<file path="src/rtl/asc_pkg.sv">
package asc_pkg;
  // ============================================================
  // Register map
  localparam logic [3:0]  ASC_OFF_REF_EN    = 4'h0;
  localparam logic [3:0]  ASC_OFF_SCAN_LO   = 4'h2;
  localparam logic [3:0]  ASC_OFF_SCAN_HI   = 4'h4;
  localparam logic [3:0]  ASC_OFF_CLK_DIV   = 4'h6;
  localparam logic [3:0]  ASC_OFF_SCAN_STAT = 4'h8;
  // ============================================================
  // Field positions
  localparam int          ASC_BIT_FULL_REF  = 0;
  localparam int          ASC_BIT_HALF_REF  = 1;
  localparam int          ASC_BIT_SIXTH_REF = 2;
  localparam int          ASC_CH_HALF_REF   = 24;
  localparam int          ASC_CH_FULL_REF   = 25;
  localparam int          ASC_CH_CORE_V     = 26;
  localparam int          ASC_CH_SIXTH_REF  = 27;
  localparam int          ASC_NUM_CH        = 28;
  // ============================================================
  // Masks and resets
  localparam logic [15:0] ASC_REF_MASK      = 16'h0007;
  localparam logic [15:0] ASC_HI_MASK_FULL  = 16'h0fff;
  localparam logic [15:0] ASC_HI_MASK_SMALL = 16'h0f00;
  localparam logic [15:0] ASC_RESET_VAL     = 16'h0000;
  localparam logic [7:0]  ASC_DIV_RESET     = 8'h00;
  // ============================================================
  // Positive input selector codes
  localparam logic [4:0]  ASC_SEL_HALF_REF  = 5'h18;
  localparam logic [4:0]  ASC_SEL_FULL_REF  = 5'h19;
  localparam logic [4:0]  ASC_SEL_CORE_V    = 5'h1a;
  localparam logic [4:0]  ASC_SEL_SIXTH_REF = 5'h1b;
  localparam logic [4:0]  ASC_SEL_NONE      = 5'h1f;
  // Oscillator periods per instruction cycle
  localparam int          ASC_OSC_PER_CYC   = 2;
endpackage : asc_pkg

</file>
<file path="src/rtl/asc_clk_if.sv">
`timescale 1ns/1ps
interface asc_clk_if;
  logic [7:0] divider;
  logic       tick;
  modport gen (input divider, output tick);
  modport use_side (output divider, input tick);
endinterface : asc_clk_if

</file>
<file path="src/rtl/asc_conv_clk.sv">
`timescale 1ns/1ps
module asc_conv_clk
  import asc_pkg::*;
(
  // Clock and reset
  input  wire logic clk_sys,
  input  wire logic rst,
  // Divider link
  asc_clk_if.gen    cif
);
  logic [8:0] osc_cnt;
  logic [8:0] next_osc_cnt;
  logic [8:0] limit;
  logic       tick_q;
  logic       next_tick;

  // ============================================================
  // Period = osc_per_cyc * (divider + 1) clk_sys cycles
  always_comb
  begin
    limit        = 9'((int'(cif.divider) + 1) * ASC_OSC_PER_CYC - 1);
    next_tick    = (osc_cnt >= limit);
    next_osc_cnt = next_tick ? 9'h000 : 9'(osc_cnt + 9'h001);
  end

  always_ff @(posedge clk_sys or posedge rst)
  begin
    if (rst)
    begin
      osc_cnt <= 9'h000;
      tick_q  <= 1'b0;
    end
    else
    begin
      osc_cnt <= next_osc_cnt;
      tick_q  <= next_tick;
    end
  end

  assign cif.tick = tick_q;

  // ============================================================
  // Checks
  a_tick_spacing : assert property (@(posedge clk_sys) disable iff (rst)
    tick_q && $stable(cif.divider) |=> !tick_q)
    else $error("conversion tick spacing too short");
  c_tick_seen : cover property (@(posedge clk_sys) disable iff (rst) tick_q);
endmodule : asc_conv_clk

</file>
<file path="src/rtl/asc_scan_config.sv">
// Local design decisions: the plain strobed port and the placing of the registers.
`timescale 1ns/1ps
// Contract
// - Bit 2 enables band gap sixth reference
// - Bit 1 enables band gap half reference
// - Bit 0 enables full reference; rest zero
// - Low scan bits select channels 0-15
// - Conversion period equals cycle times divider+1
// - Channel 26 selects core voltage, code 11010
// - Small package: channels 16-23 read zero
module asc_scan_config
  import asc_pkg::*;
#(
  parameter bit SMALL_PACKAGE = 1'b0
)
(
  // Clock and reset
  input  wire logic        clk_sys,
  input  wire logic        rst,
  // Register port
  input  wire logic [3:0]  addr,
  input  wire logic [15:0] wdata,
  input  wire logic        wr,
  input  wire logic        rd,
  output logic      [15:0] rdata,
  // Scan control
  input  wire logic        scan_run,
  // Analog controls
  output logic             sixth_reference_on,
  output logic             half_reference_on,
  output logic             full_reference_on,
  output logic      [4:0]  positive_input_selector,
  output logic             conv_tick
);
  typedef enum logic [1:0] {ASC_IDLE = 2'b01, ASC_SCAN = 2'b10} asc_state_e;

  localparam logic [15:0] HI_MASK = SMALL_PACKAGE ? ASC_HI_MASK_SMALL : ASC_HI_MASK_FULL;

  logic [15:0] ref_en, next_ref_en;
  logic [15:0] scan_lo, next_scan_lo;
  logic [15:0] scan_hi, next_scan_hi;
  logic [7:0]  conv_clock_divider, next_conv_clock_divider;
  logic [15:0] next_rdata;
  logic [4:0]  cur_ch, next_cur_ch;
  asc_state_e  state, next_state;
  logic [27:0] scan_channel_bits;
  logic [4:0]  found_ch;
  logic        found;
  logic        tick;

  asc_clk_if cif ();
  assign cif.divider = conv_clock_divider;
  assign tick        = cif.tick;

  asc_conv_clk u_conv_clk
  (
    .clk_sys (clk_sys),
    .rst     (rst),
    .cif     (cif)
  );

  // ============================================================
  // Register writes and reads
  always_comb
  begin
    next_ref_en             = ref_en;
    next_scan_lo            = scan_lo;
    next_scan_hi            = scan_hi;
    next_conv_clock_divider = conv_clock_divider;
    next_rdata              = 16'h0000;
    if (wr)
    begin
      case (addr)
        ASC_OFF_REF_EN:  next_ref_en  = wdata & ASC_REF_MASK;
        ASC_OFF_SCAN_LO: next_scan_lo = wdata;
        ASC_OFF_SCAN_HI: next_scan_hi = wdata & HI_MASK;
        ASC_OFF_CLK_DIV: next_conv_clock_divider = wdata[7:0];
        default: ;
      endcase
    end
    if (rd)
    begin
      case (addr)
        ASC_OFF_REF_EN:    next_rdata = ref_en;
        ASC_OFF_SCAN_LO:   next_rdata = scan_lo;
        ASC_OFF_SCAN_HI:   next_rdata = scan_hi;
        ASC_OFF_CLK_DIV:   next_rdata = {8'h00, conv_clock_divider};
        ASC_OFF_SCAN_STAT: next_rdata = {9'h000, state == ASC_SCAN, 1'b0, cur_ch};
        default:           next_rdata = 16'h0000;
      endcase
    end
  end

  always_ff @(posedge clk_sys or posedge rst)
  begin
    if (rst)
    begin
      ref_en             <= ASC_RESET_VAL;
      scan_lo            <= ASC_RESET_VAL;
      scan_hi            <= ASC_RESET_VAL;
      conv_clock_divider <= ASC_DIV_RESET;
      rdata              <= ASC_RESET_VAL;
    end
    else
    begin
      ref_en             <= next_ref_en;
      scan_lo            <= next_scan_lo;
      scan_hi            <= next_scan_hi;
      conv_clock_divider <= next_conv_clock_divider;
      rdata              <= next_rdata;
    end
  end

  // ============================================================
  // Reference enables
  assign sixth_reference_on = ref_en[ASC_BIT_SIXTH_REF];
  assign half_reference_on  = ref_en[ASC_BIT_HALF_REF];
  assign full_reference_on  = ref_en[ASC_BIT_FULL_REF];

  // ============================================================
  // Scan sequencer
  assign scan_channel_bits = {scan_hi[11:0], scan_lo};

  // Next selected channel above current, else lowest selected
  always_comb
  begin
    found    = 1'b0;
    found_ch = 5'h00;
    for (int i = ASC_NUM_CH - 1; i >= 0; i--)
    begin
      if (scan_channel_bits[i])
      begin
        found    = 1'b1;
        found_ch = 5'(i);
      end
    end
    for (int i = ASC_NUM_CH - 1; i >= 0; i--)
    begin
      if (scan_channel_bits[i] && (5'(i) > cur_ch) && (state == ASC_SCAN))
      begin
        found_ch = 5'(i);
      end
    end
  end

  always_comb
  begin
    next_state  = state;
    next_cur_ch = cur_ch;
    case (state)
      ASC_IDLE:
      begin
        if (scan_run && found)
        begin
          next_state  = ASC_SCAN;
          next_cur_ch = found_ch;
        end
      end
      ASC_SCAN:
      begin
        if (!scan_run || !found)
        begin
          next_state = ASC_IDLE;
        end
        else if (tick || !scan_channel_bits[cur_ch])
        begin
          next_cur_ch = found_ch;
        end
      end
      default:
      begin
        next_state = ASC_IDLE;
      end
    endcase
  end

  always_ff @(posedge clk_sys or posedge rst)
  begin
    if (rst)
    begin
      state     <= ASC_IDLE;
      cur_ch    <= 5'h00;
      conv_tick <= 1'b0;
    end
    else
    begin
      state     <= next_state;
      cur_ch    <= next_cur_ch;
      conv_tick <= tick && (state == ASC_SCAN);
    end
  end

  // Channel index to selector code
  always_comb
  begin
    if (state != ASC_SCAN)
      positive_input_selector = ASC_SEL_NONE;
    else
    begin
      case (cur_ch)
        5'(ASC_CH_HALF_REF):  positive_input_selector = ASC_SEL_HALF_REF;
        5'(ASC_CH_FULL_REF):  positive_input_selector = ASC_SEL_FULL_REF;
        5'(ASC_CH_CORE_V):    positive_input_selector = ASC_SEL_CORE_V;
        5'(ASC_CH_SIXTH_REF): positive_input_selector = ASC_SEL_SIXTH_REF;
        default:              positive_input_selector = cur_ch;
      endcase
    end
  end

  // ============================================================
  // Checks
  a_ref_upper_zero : assert property (@(posedge clk_sys) disable iff (rst)
    ref_en[15:3] == 13'h0000)
    else $error("reference register upper bits not zero");
  a_sixth_follows : assert property (@(posedge clk_sys) disable iff (rst)
    wr && addr == ASC_OFF_REF_EN |=> sixth_reference_on == $past(wdata[2]))
    else $error("sixth reference enable mismatch");
  a_half_follows : assert property (@(posedge clk_sys) disable iff (rst)
    wr && addr == ASC_OFF_REF_EN |=> half_reference_on == $past(wdata[1]))
    else $error("half reference enable mismatch");
  a_full_follows : assert property (@(posedge clk_sys) disable iff (rst)
    wr && addr == ASC_OFF_REF_EN |=> full_reference_on == $past(wdata[0]))
    else $error("full reference enable mismatch");
  a_low_readback : assert property (@(posedge clk_sys) disable iff (rst)
    wr && addr == ASC_OFF_SCAN_LO ##1 rd && addr == ASC_OFF_SCAN_LO |=> rdata == $past(wdata, 2))
    else $error("low scan readback mismatch");
  a_high_mask : assert property (@(posedge clk_sys) disable iff (rst)
    (scan_hi & ~HI_MASK) == 16'h0000)
    else $error("high scan reserved bits set");
  a_core_code : assert property (@(posedge clk_sys) disable iff (rst)
    state == ASC_SCAN && cur_ch == 5'd26 |-> positive_input_selector == 5'b11010)
    else $error("core voltage selector wrong");
  a_small_pkg : assert property (@(posedge clk_sys) disable iff (rst)
    SMALL_PACKAGE |-> scan_hi[7:0] == 8'h00)
    else $error("absent channels hold bits");
  a_scan_selected : assert property (@(posedge clk_sys) disable iff (rst)
    state == ASC_SCAN && $stable(scan_channel_bits) |-> scan_channel_bits[cur_ch])
    else $error("scan on unselected channel");
  c_scan_wrap : cover property (@(posedge clk_sys) disable iff (rst)
    state == ASC_SCAN && tick && found_ch < cur_ch);
  c_core_scan : cover property (@(posedge clk_sys) disable iff (rst)
    positive_input_selector == ASC_SEL_CORE_V);
  c_all_refs : cover property (@(posedge clk_sys) disable iff (rst)
    sixth_reference_on && half_reference_on && full_reference_on);
endmodule : asc_scan_config

</file>
<file path="config.mk">
export PLATFORM = sky130hd
export DESIGN_NAME = asc_scan_config
export DESIGN_NICKNAME = d
export VERILOG_FILES = /design/src/rtl/asc_pkg.sv /design/src/rtl/asc_clk_if.sv /design/src/rtl/asc_conv_clk.sv /design/src/rtl/asc_scan_config.sv
export SDC_FILE = /design/constraint.sdc
export NUM_CORES = 1
export LEC_CHECK = 0
export ABC_CLOCK_PERIOD_IN_PS = 6500
export BUFFER_PORTS_ARGS = -buffer_cell sky130_fd_sc_hd__buf_2
export CAP_MARGIN = 15
export CORE_MARGIN = 3
export CORE_UTILIZATION = 45
export CTS_CLUSTER_SIZE = 10
export DETAILED_ROUTE_END_ITERATION = 8
export GPL_TIMING_DRIVEN = 0
export PLACE_DENSITY = 0.69
export SLEW_MARGIN = 0
export SYNTH_ARGS = -nofsm -noshare
export SYNTH_HDL_FRONTEND = slang
export SYNTH_SLANG_ARGS = --single-unit
</file>
<file path="constraint.sdc">
create_clock -name clk_sys -period 6.5 [get_ports clk_sys]
set_input_delay 0.65 -clock clk_sys [delete_from_list [all_inputs] [get_ports clk_sys]]
set_output_delay 0.65 -clock clk_sys [all_outputs]
set_load 0.01 [all_outputs]
</file>
==> impl_metrics.ini, run 1 <==
[timing]
drv_slew = 0
fin_tns_setup_ns = 0
max_freq_ghz = 0.331
setup_violations = 0
period_needed_ns = 3.02
holdWs_ns = 0.463
rsz0062_at_grt = no
finClkSkew_ns = 0.0119
worst_pin_slew_ns = 0.889
fin_crit_sh_pct = 46.5
final.setup.worst_slack_ns = 3.48
max-slew-margin-rel_pct = 40.7
finalHoldViolCount = 0

[route]
vias_per_cell = 6.32
drc = 0
wl_per_cell_um = 22.9
routed_wirelength_um = 16400
first_iter_violations = 517
antenna_left = 0
firstDrtPassIters = 7
vias = 4519

[synthesis]
synth_fa_ha_area_share_pct = 2.60
synth_ff_type = dfrtp_1
synth_xor_area_share_pct = 2.73
synth_compound_area_share_pct = 20.6
syn_area_per_cell_um2 = 9.36
synth_cell_types = 64
async_flop_share_pct = 100
synthCells = 515
synth-seq-area-share_pct = 37.9
syn_nets = 550
ys_warn_count = 0
synthMuxAreaShare_pct = 13.6
yosys.area_share.simple_pct = 17.6
synth_area_mm2 = 0.00482
synth_top_family_by_area = compound AO/OA/AOI/OAI gates
synth-seq-cells = 73
synth_edf_count = 0

[flow_run]
cap_violations = 0

[clock_tree]
post-cts-setup-buffers = 0
cts_resized = 0
cts_tree = done
numCtsBuffers = 9
insertion_delay_ns = 0.38
hold_buffers = 0
clock-sinks = 73
cts-root-buf = clkbuf_8
cts_buffer_depth = 2
clk_pin_slew_ns = 0.09
htree_levels = 3

[setup_path]
worstSetupPathType = register to register
crit_path_end_kind = register
crit_required_ns = 6.80
cp.arrival_ns = 3.32
critPathLaunchType = register
path_max_fanout = 10

[final_layout]
drive_above_1_share_pct = 23.8
final_core_util_pct = 52.5
diodes = 0
multi_input_area_mm2 = 0.00276
final_cell_count_no_fill = 715
seqCellArea_mm2 = 0.00183
fin_area_mm2 = 0.00544
nNetsFinal = 609
n_fill_cell = 991
areaGrowthSynthToFinish_pct = 12.9

[min_path]
hold_class = input pin to asynchronous set/reset pin

[placed_design]
placed_area_mm2 = 0.00523
gp_congestion = 1.02
dp_hpwl_um = 11900
dpl_worst_slack_ns = 3.54
io_buffers = 48
dpl.cell_count = 699

[grt]
antenna_found_initial = 0
grt_pass1_wl_um = 25800
grt-ovfl-total = 0
grt_pass1_vias = 4443
grt_max_degree = 74
track_usage_pct = 29.2

[die]
dieHeight_um = 110
rows = 37
die_area_mm2 = 0.0120
coreArea_mm2 = 0.0104
ios = 50
die_w_um = 110
start_util_pct = 46.5

[power]
ir_drop_mv = 0.221
power_density_mw_per_mm2 = 375
leakage_nw = 2.38
finalPower_mw = 2.04

[status]
outcome = complete, no violations
-- power breakdown --
group          switching, mW  internal (mW)  total (mW)
Sequential             0.160          0.546       0.706
Combinational          0.572          0.379       0.952
Clock                  0.201          0.185       0.386
Total                  0.933           1.11        2.04
-- kinds of logic after synthesis --
family / after synthesis
adder cells (fa/ha/maj): 10
buffers and inverters: 54
AO/OA/AOI/OAI: 142
AND/OR/NAND/NOR: 171
flip-flops: 73
multiplexers: 50
XOR/XNOR: 15
-- registers in the layout, indices dropped and copies added (netlist names) --
register	count
scan_hi	12
u_conv_clk.cif.tick	1
state	2
cif.divider	8
rdata	16
scan_lo	16
conv_tick	1
u_conv_clk.osc_cnt	9
cur_ch	5
ref_en	3
-- cells in the final DEF, fill, tap and decap left out, types with 3 or more instances in the layout --
| cell type | count |
|---|---|
| a21o_1 | 6 |
| and3_1 | 5 |
| nor3_1 | 4 |
| nor2_1 | 55 |
| a21oi_1 | 32 |
| a31oi_1 | 4 |
| and2_1 | 3 |
| o21ai_0 | 21 |
| ha_1 | 10 |
| a22oi_1 | 15 |
| xnor2_1 | 8 |
| nand2_1 | 43 |
| a221oi_1 | 3 |
| nor2b_1 | 8 |
| nand2b_1 | 11 |
| xor2_1 | 7 |
| mux4_1 | 4 |
| nand3_1 | 20 |
| mux4_2 | 3 |
| inv_1 | 15 |
| mux2_2 | 42 |
| dfrtp_1 | 72 |
| a2bb2oi_1 | 3 |
| a222oi_1 | 6 |
| buf_2 | 61 |
| o21a_1 | 6 |
| clkbuf_1 | 22 |
| a211oi_1 | 4 |
| o211ai_1 | 8 |
| o311ai_0 | 4 |
| clkbuf_8 | 9 |
| nor4_1 | 7 |
| o31ai_1 | 7 |
-- final cells by class --
class / count / share of cell area, %
Buffer: 38 / 3.26
Clock buffer: 9 / 2.28
Clock inverter: 7 / 1.56
Inverter: 16 / 1.15
Multi-Input combinational cell: 388 / 50.6
Sequential cell: 73 / 33.6
Tap cell: 136 / 3.13
Timing Repair Buffer: 48 / 4.41
-- worst paths after layout --
kind / start / end / slack (ns) / cells after the start
setup / recovery: cif.divider[1] / u_conv_clk.osc_cnt[6] / 3.48 / 12
hold / removal: rst / u_conv_clk.osc_cnt[5] / 0.46 / 2
setup reg to reg: cif.divider[1] / u_conv_clk.osc_cnt[6] / 3.48 / 12
hold reg to reg: u_conv_clk.osc_cnt[0] / u_conv_clk.osc_cnt[0] / 0.56 / 1
max in group asynchronous: rst / scan_hi[8] / 5.46 / 2
min in group clk_sys: scan_run / state[0] / 0.48 / 2
-- routing by layer --
metal  wire length [um]  track usage (%)  vias up
met2               6930             42.9      253
met1               7240             42.4     2200
li1                   -                -     2019
met5                  0                0        -
met4                588             9.97        0
met3               1650             6.69       47
-- critical path, cell delays in order, from the launching register on --
cell,delay (ns)
dfrtp_1,0.46
ha_1,0.26
nand2_1,0.10
nor3_1,0.22
a21oi_1,0.06
nor3_1,0.35
mux2i_1,0.26
xnor2_1,0.15
ha_1,0.27
a21o_1,0.18
a31o_2,0.20
clkbuf_1,0.26
nor2_1,0.17
-- cells in the mapped netlist (all sizes together), types with 10 or more instances --
| cell | instances | area, um^2 |
|---|---|---|
| a21oi | 32 | 160 |
| nand3 | 20 | 100 |
| ha | 10 | 125 |
| nand2b | 11 | 68.8 |
| mux2 | 42 | 473 |
| dfrtp | 72 | 1800 |
| buf | 16 | 95.1 |
| o21ai | 22 | 110 |
| clkbuf | 22 | 82.6 |
| nor2 | 55 | 206 |
| nand2 | 43 | 161 |
| inv | 16 | 60.1 |
| a22oi | 15 | 113 |
No activity file was read; power rests on OpenSTA's default activity.
==> run 2: changes to the inputs <==
ABC_CLOCK_PERIOD_IN_PS = 2900   (was 6500)
clock period = 2.9 ns   (was 6.5 ns; I/O delays follow)
==> impl_metrics.ini, run 2 (synthesis gave the netlist of run 1 again) <==
[final_layout]
fin_area_mm2 = 0.00546
final_common_cell = dfrtp_1
drive_above_1_share_pct = 24.9
multi_input_area_mm2 = 0.00277
seqCellArea_mm2 = 0.00183
areaGrowthSynthToFinish_pct = 13.2
n_fill_cell = 993
final_core_util_pct = 52.6
diodes = 0
final_cell_mix = 71 x dfrtp_1, 61 x buf_2, 55 x nor2_1
largestRegisters = rdata x16, scan_lo x16, scan_hi x12
nNetsFinal = 608

[power]
finalPower_mw = 4.59
leakage_nw = 2.38
power.switching_mw = 2.09
ir_drop_mv = 0.498
seq_power_share_pct = 34.7
p_int_mw = 2.49
clockPowerShare_pct = 18.8
p_comb_share_pct = 46.5
switching_share_pct = 45.6
power_density_mw_per_mm2 = 840

[flow_run]
cap_violations = 0

[route]
routed_wirelength_um = 16400
drc = 0
vias = 4528
firstDrtPassIters = 7
first_iter_violations = 529
antenna_left = 0
vias_per_cell = 6.34
wl_per_cell_um = 23.0

[min_path]
hold_class = input pin to asynchronous set/reset pin

[die]
start_util_pct = 46.5
die_w_um = 110
die_area_mm2 = 0.0120
dieHeight_um = 110
rows = 37
coreArea_mm2 = 0.0104
ios = 50

[setup_path]
crit_required_ns = 3.20
path_max_fanout = 10
worstSetupPathType = register to register
cp.arrival_ns = 3.00
critPathLaunchType = register
crit_path_end_kind = register

[timing]
setup_violations = 0
fin_crit_sh_pct = 93.0
period_needed_ns = 2.70
worst_pin_slew_ns = 0.891
finalHoldViolCount = 0
max_freq_ghz = 0.371
max-slew-margin-rel_pct = 40.6
finClkSkew_ns = 0.00981
drv_slew = 0

[grt]
grt_use_met3_pct = 6.69
track_usage_pct = 29.3
grt_use_met1_pct = 42.4
grt_max_degree = 74
antenna_found_initial = 0
grt-ovfl-total = 0
grt_pass1_vias = 4449
grt_pass1_wl_um = 25900
use_met2_pct = 43.1
grt-busiest-layer = met2

[status]
outcome = complete, no violations

[placed_design]
gp_congestion = 1.02
dp_hpwl_um = 11900
placed_area_mm2 = 0.00523
io_buffers = 48

[clock_tree]
cts_tree = done
clk_pin_slew_ns = 0.09
numCtsBuffers = 9
cts-root-buf = clkbuf_8
htree_levels = 3
cts_buffer_depth = 2
hold_buffers = 0
clock-sinks = 73
insertion_delay_ns = 0.38
## run 2: changes by cell type in the layout (fill, tap and decap cells not counted), sizes merged
cell / delta
buf: +1
clkbuf: -2
## run 2: layer usage
metal / wire length (um) / share of wire (%) / up-vias
met5: 0 / 0 / -
met4: 516 / 3.1 / 0
met3: 1660 / 10 / 48
met2: 7080 / 43 / 273
met1: 7160 / 44 / 2184
li1: - / - / 2023
## run 2: worst paths after layout
kind                                       start  cells after the start  slack, ns                    end
hold / removal                               rst                      2       0.10  u_conv_clk.osc_cnt[5]
setup reg to reg                  cif.divider[1]                     11       0.20  u_conv_clk.osc_cnt[6]
hold reg to reg            u_conv_clk.osc_cnt[0]                      1       0.55  u_conv_clk.osc_cnt[0]
min in group clk_sys                    scan_run                      2       0.12               state[0]
setup / recovery                  cif.divider[1]                     11       0.20  u_conv_clk.osc_cnt[6]
max in group asynchronous                    rst                      2       2.18         cif.divider[1]
## run 2: layout make-up
type / count / share of cell area [%]
flip-flops and latches: 73 / 33.5
plain buffers: 36 / 3.14
well taps: 136 / 3.12
repair buffers: 49 / 4.54
inverters: 16 / 1.15
clock buffers: 9 / 2.27
clock inverters: 7 / 1.56
multi-input cells: 388 / 50.7
## run 2: stage by stage
step | hold slack (ns) | cells | setup WS [ns] | setup TNS [ns]
after global placement | 0.492 | 699 | 0.0112 | 0
after global routing | 0.121 | 714 | -0.0752 | -0.511
after CTS | 0.0976 | 715 | 0.0514 | 0
after detailed placement | 0.500 | 699 | -0.0633 | -0.417
final | 0.102 | 714 | 0.203 | 0
after floorplan | 0.384 | 515 | 0.365 | 0
## run 2: power groups by stage
stage               logic, mW  clock network [mW]  registers [mW]
floorplan                1.52                   0            1.43
global placement         2.08                   0            1.57
detailed placement       2.07                   0            1.58
CTS                      2.08               0.893            1.56
global route             2.33               0.930            1.61
finish                   2.13               0.861            1.59
## run 2: what timing repair did
action | 4_1_cts | 5_1_grt
pin swaps | 0 | 1
resized for setup | 1 | 5
setup endpoints to repair | 10 | 10
buffers inserted | 0 | 1
## run 2: worst max-delay path, cell delays in order (launching register included)
cell     delay, ns
dfrtp_2       0.43
ha_2          0.24
nand2_1       0.09
nor3_1        0.22
a21oi_1       0.08
nor3_2        0.29
mux2i_1       0.25
xnor2_1       0.15
ha_1          0.27
a21o_1        0.18
a31o_2        0.30
nor2_1        0.13
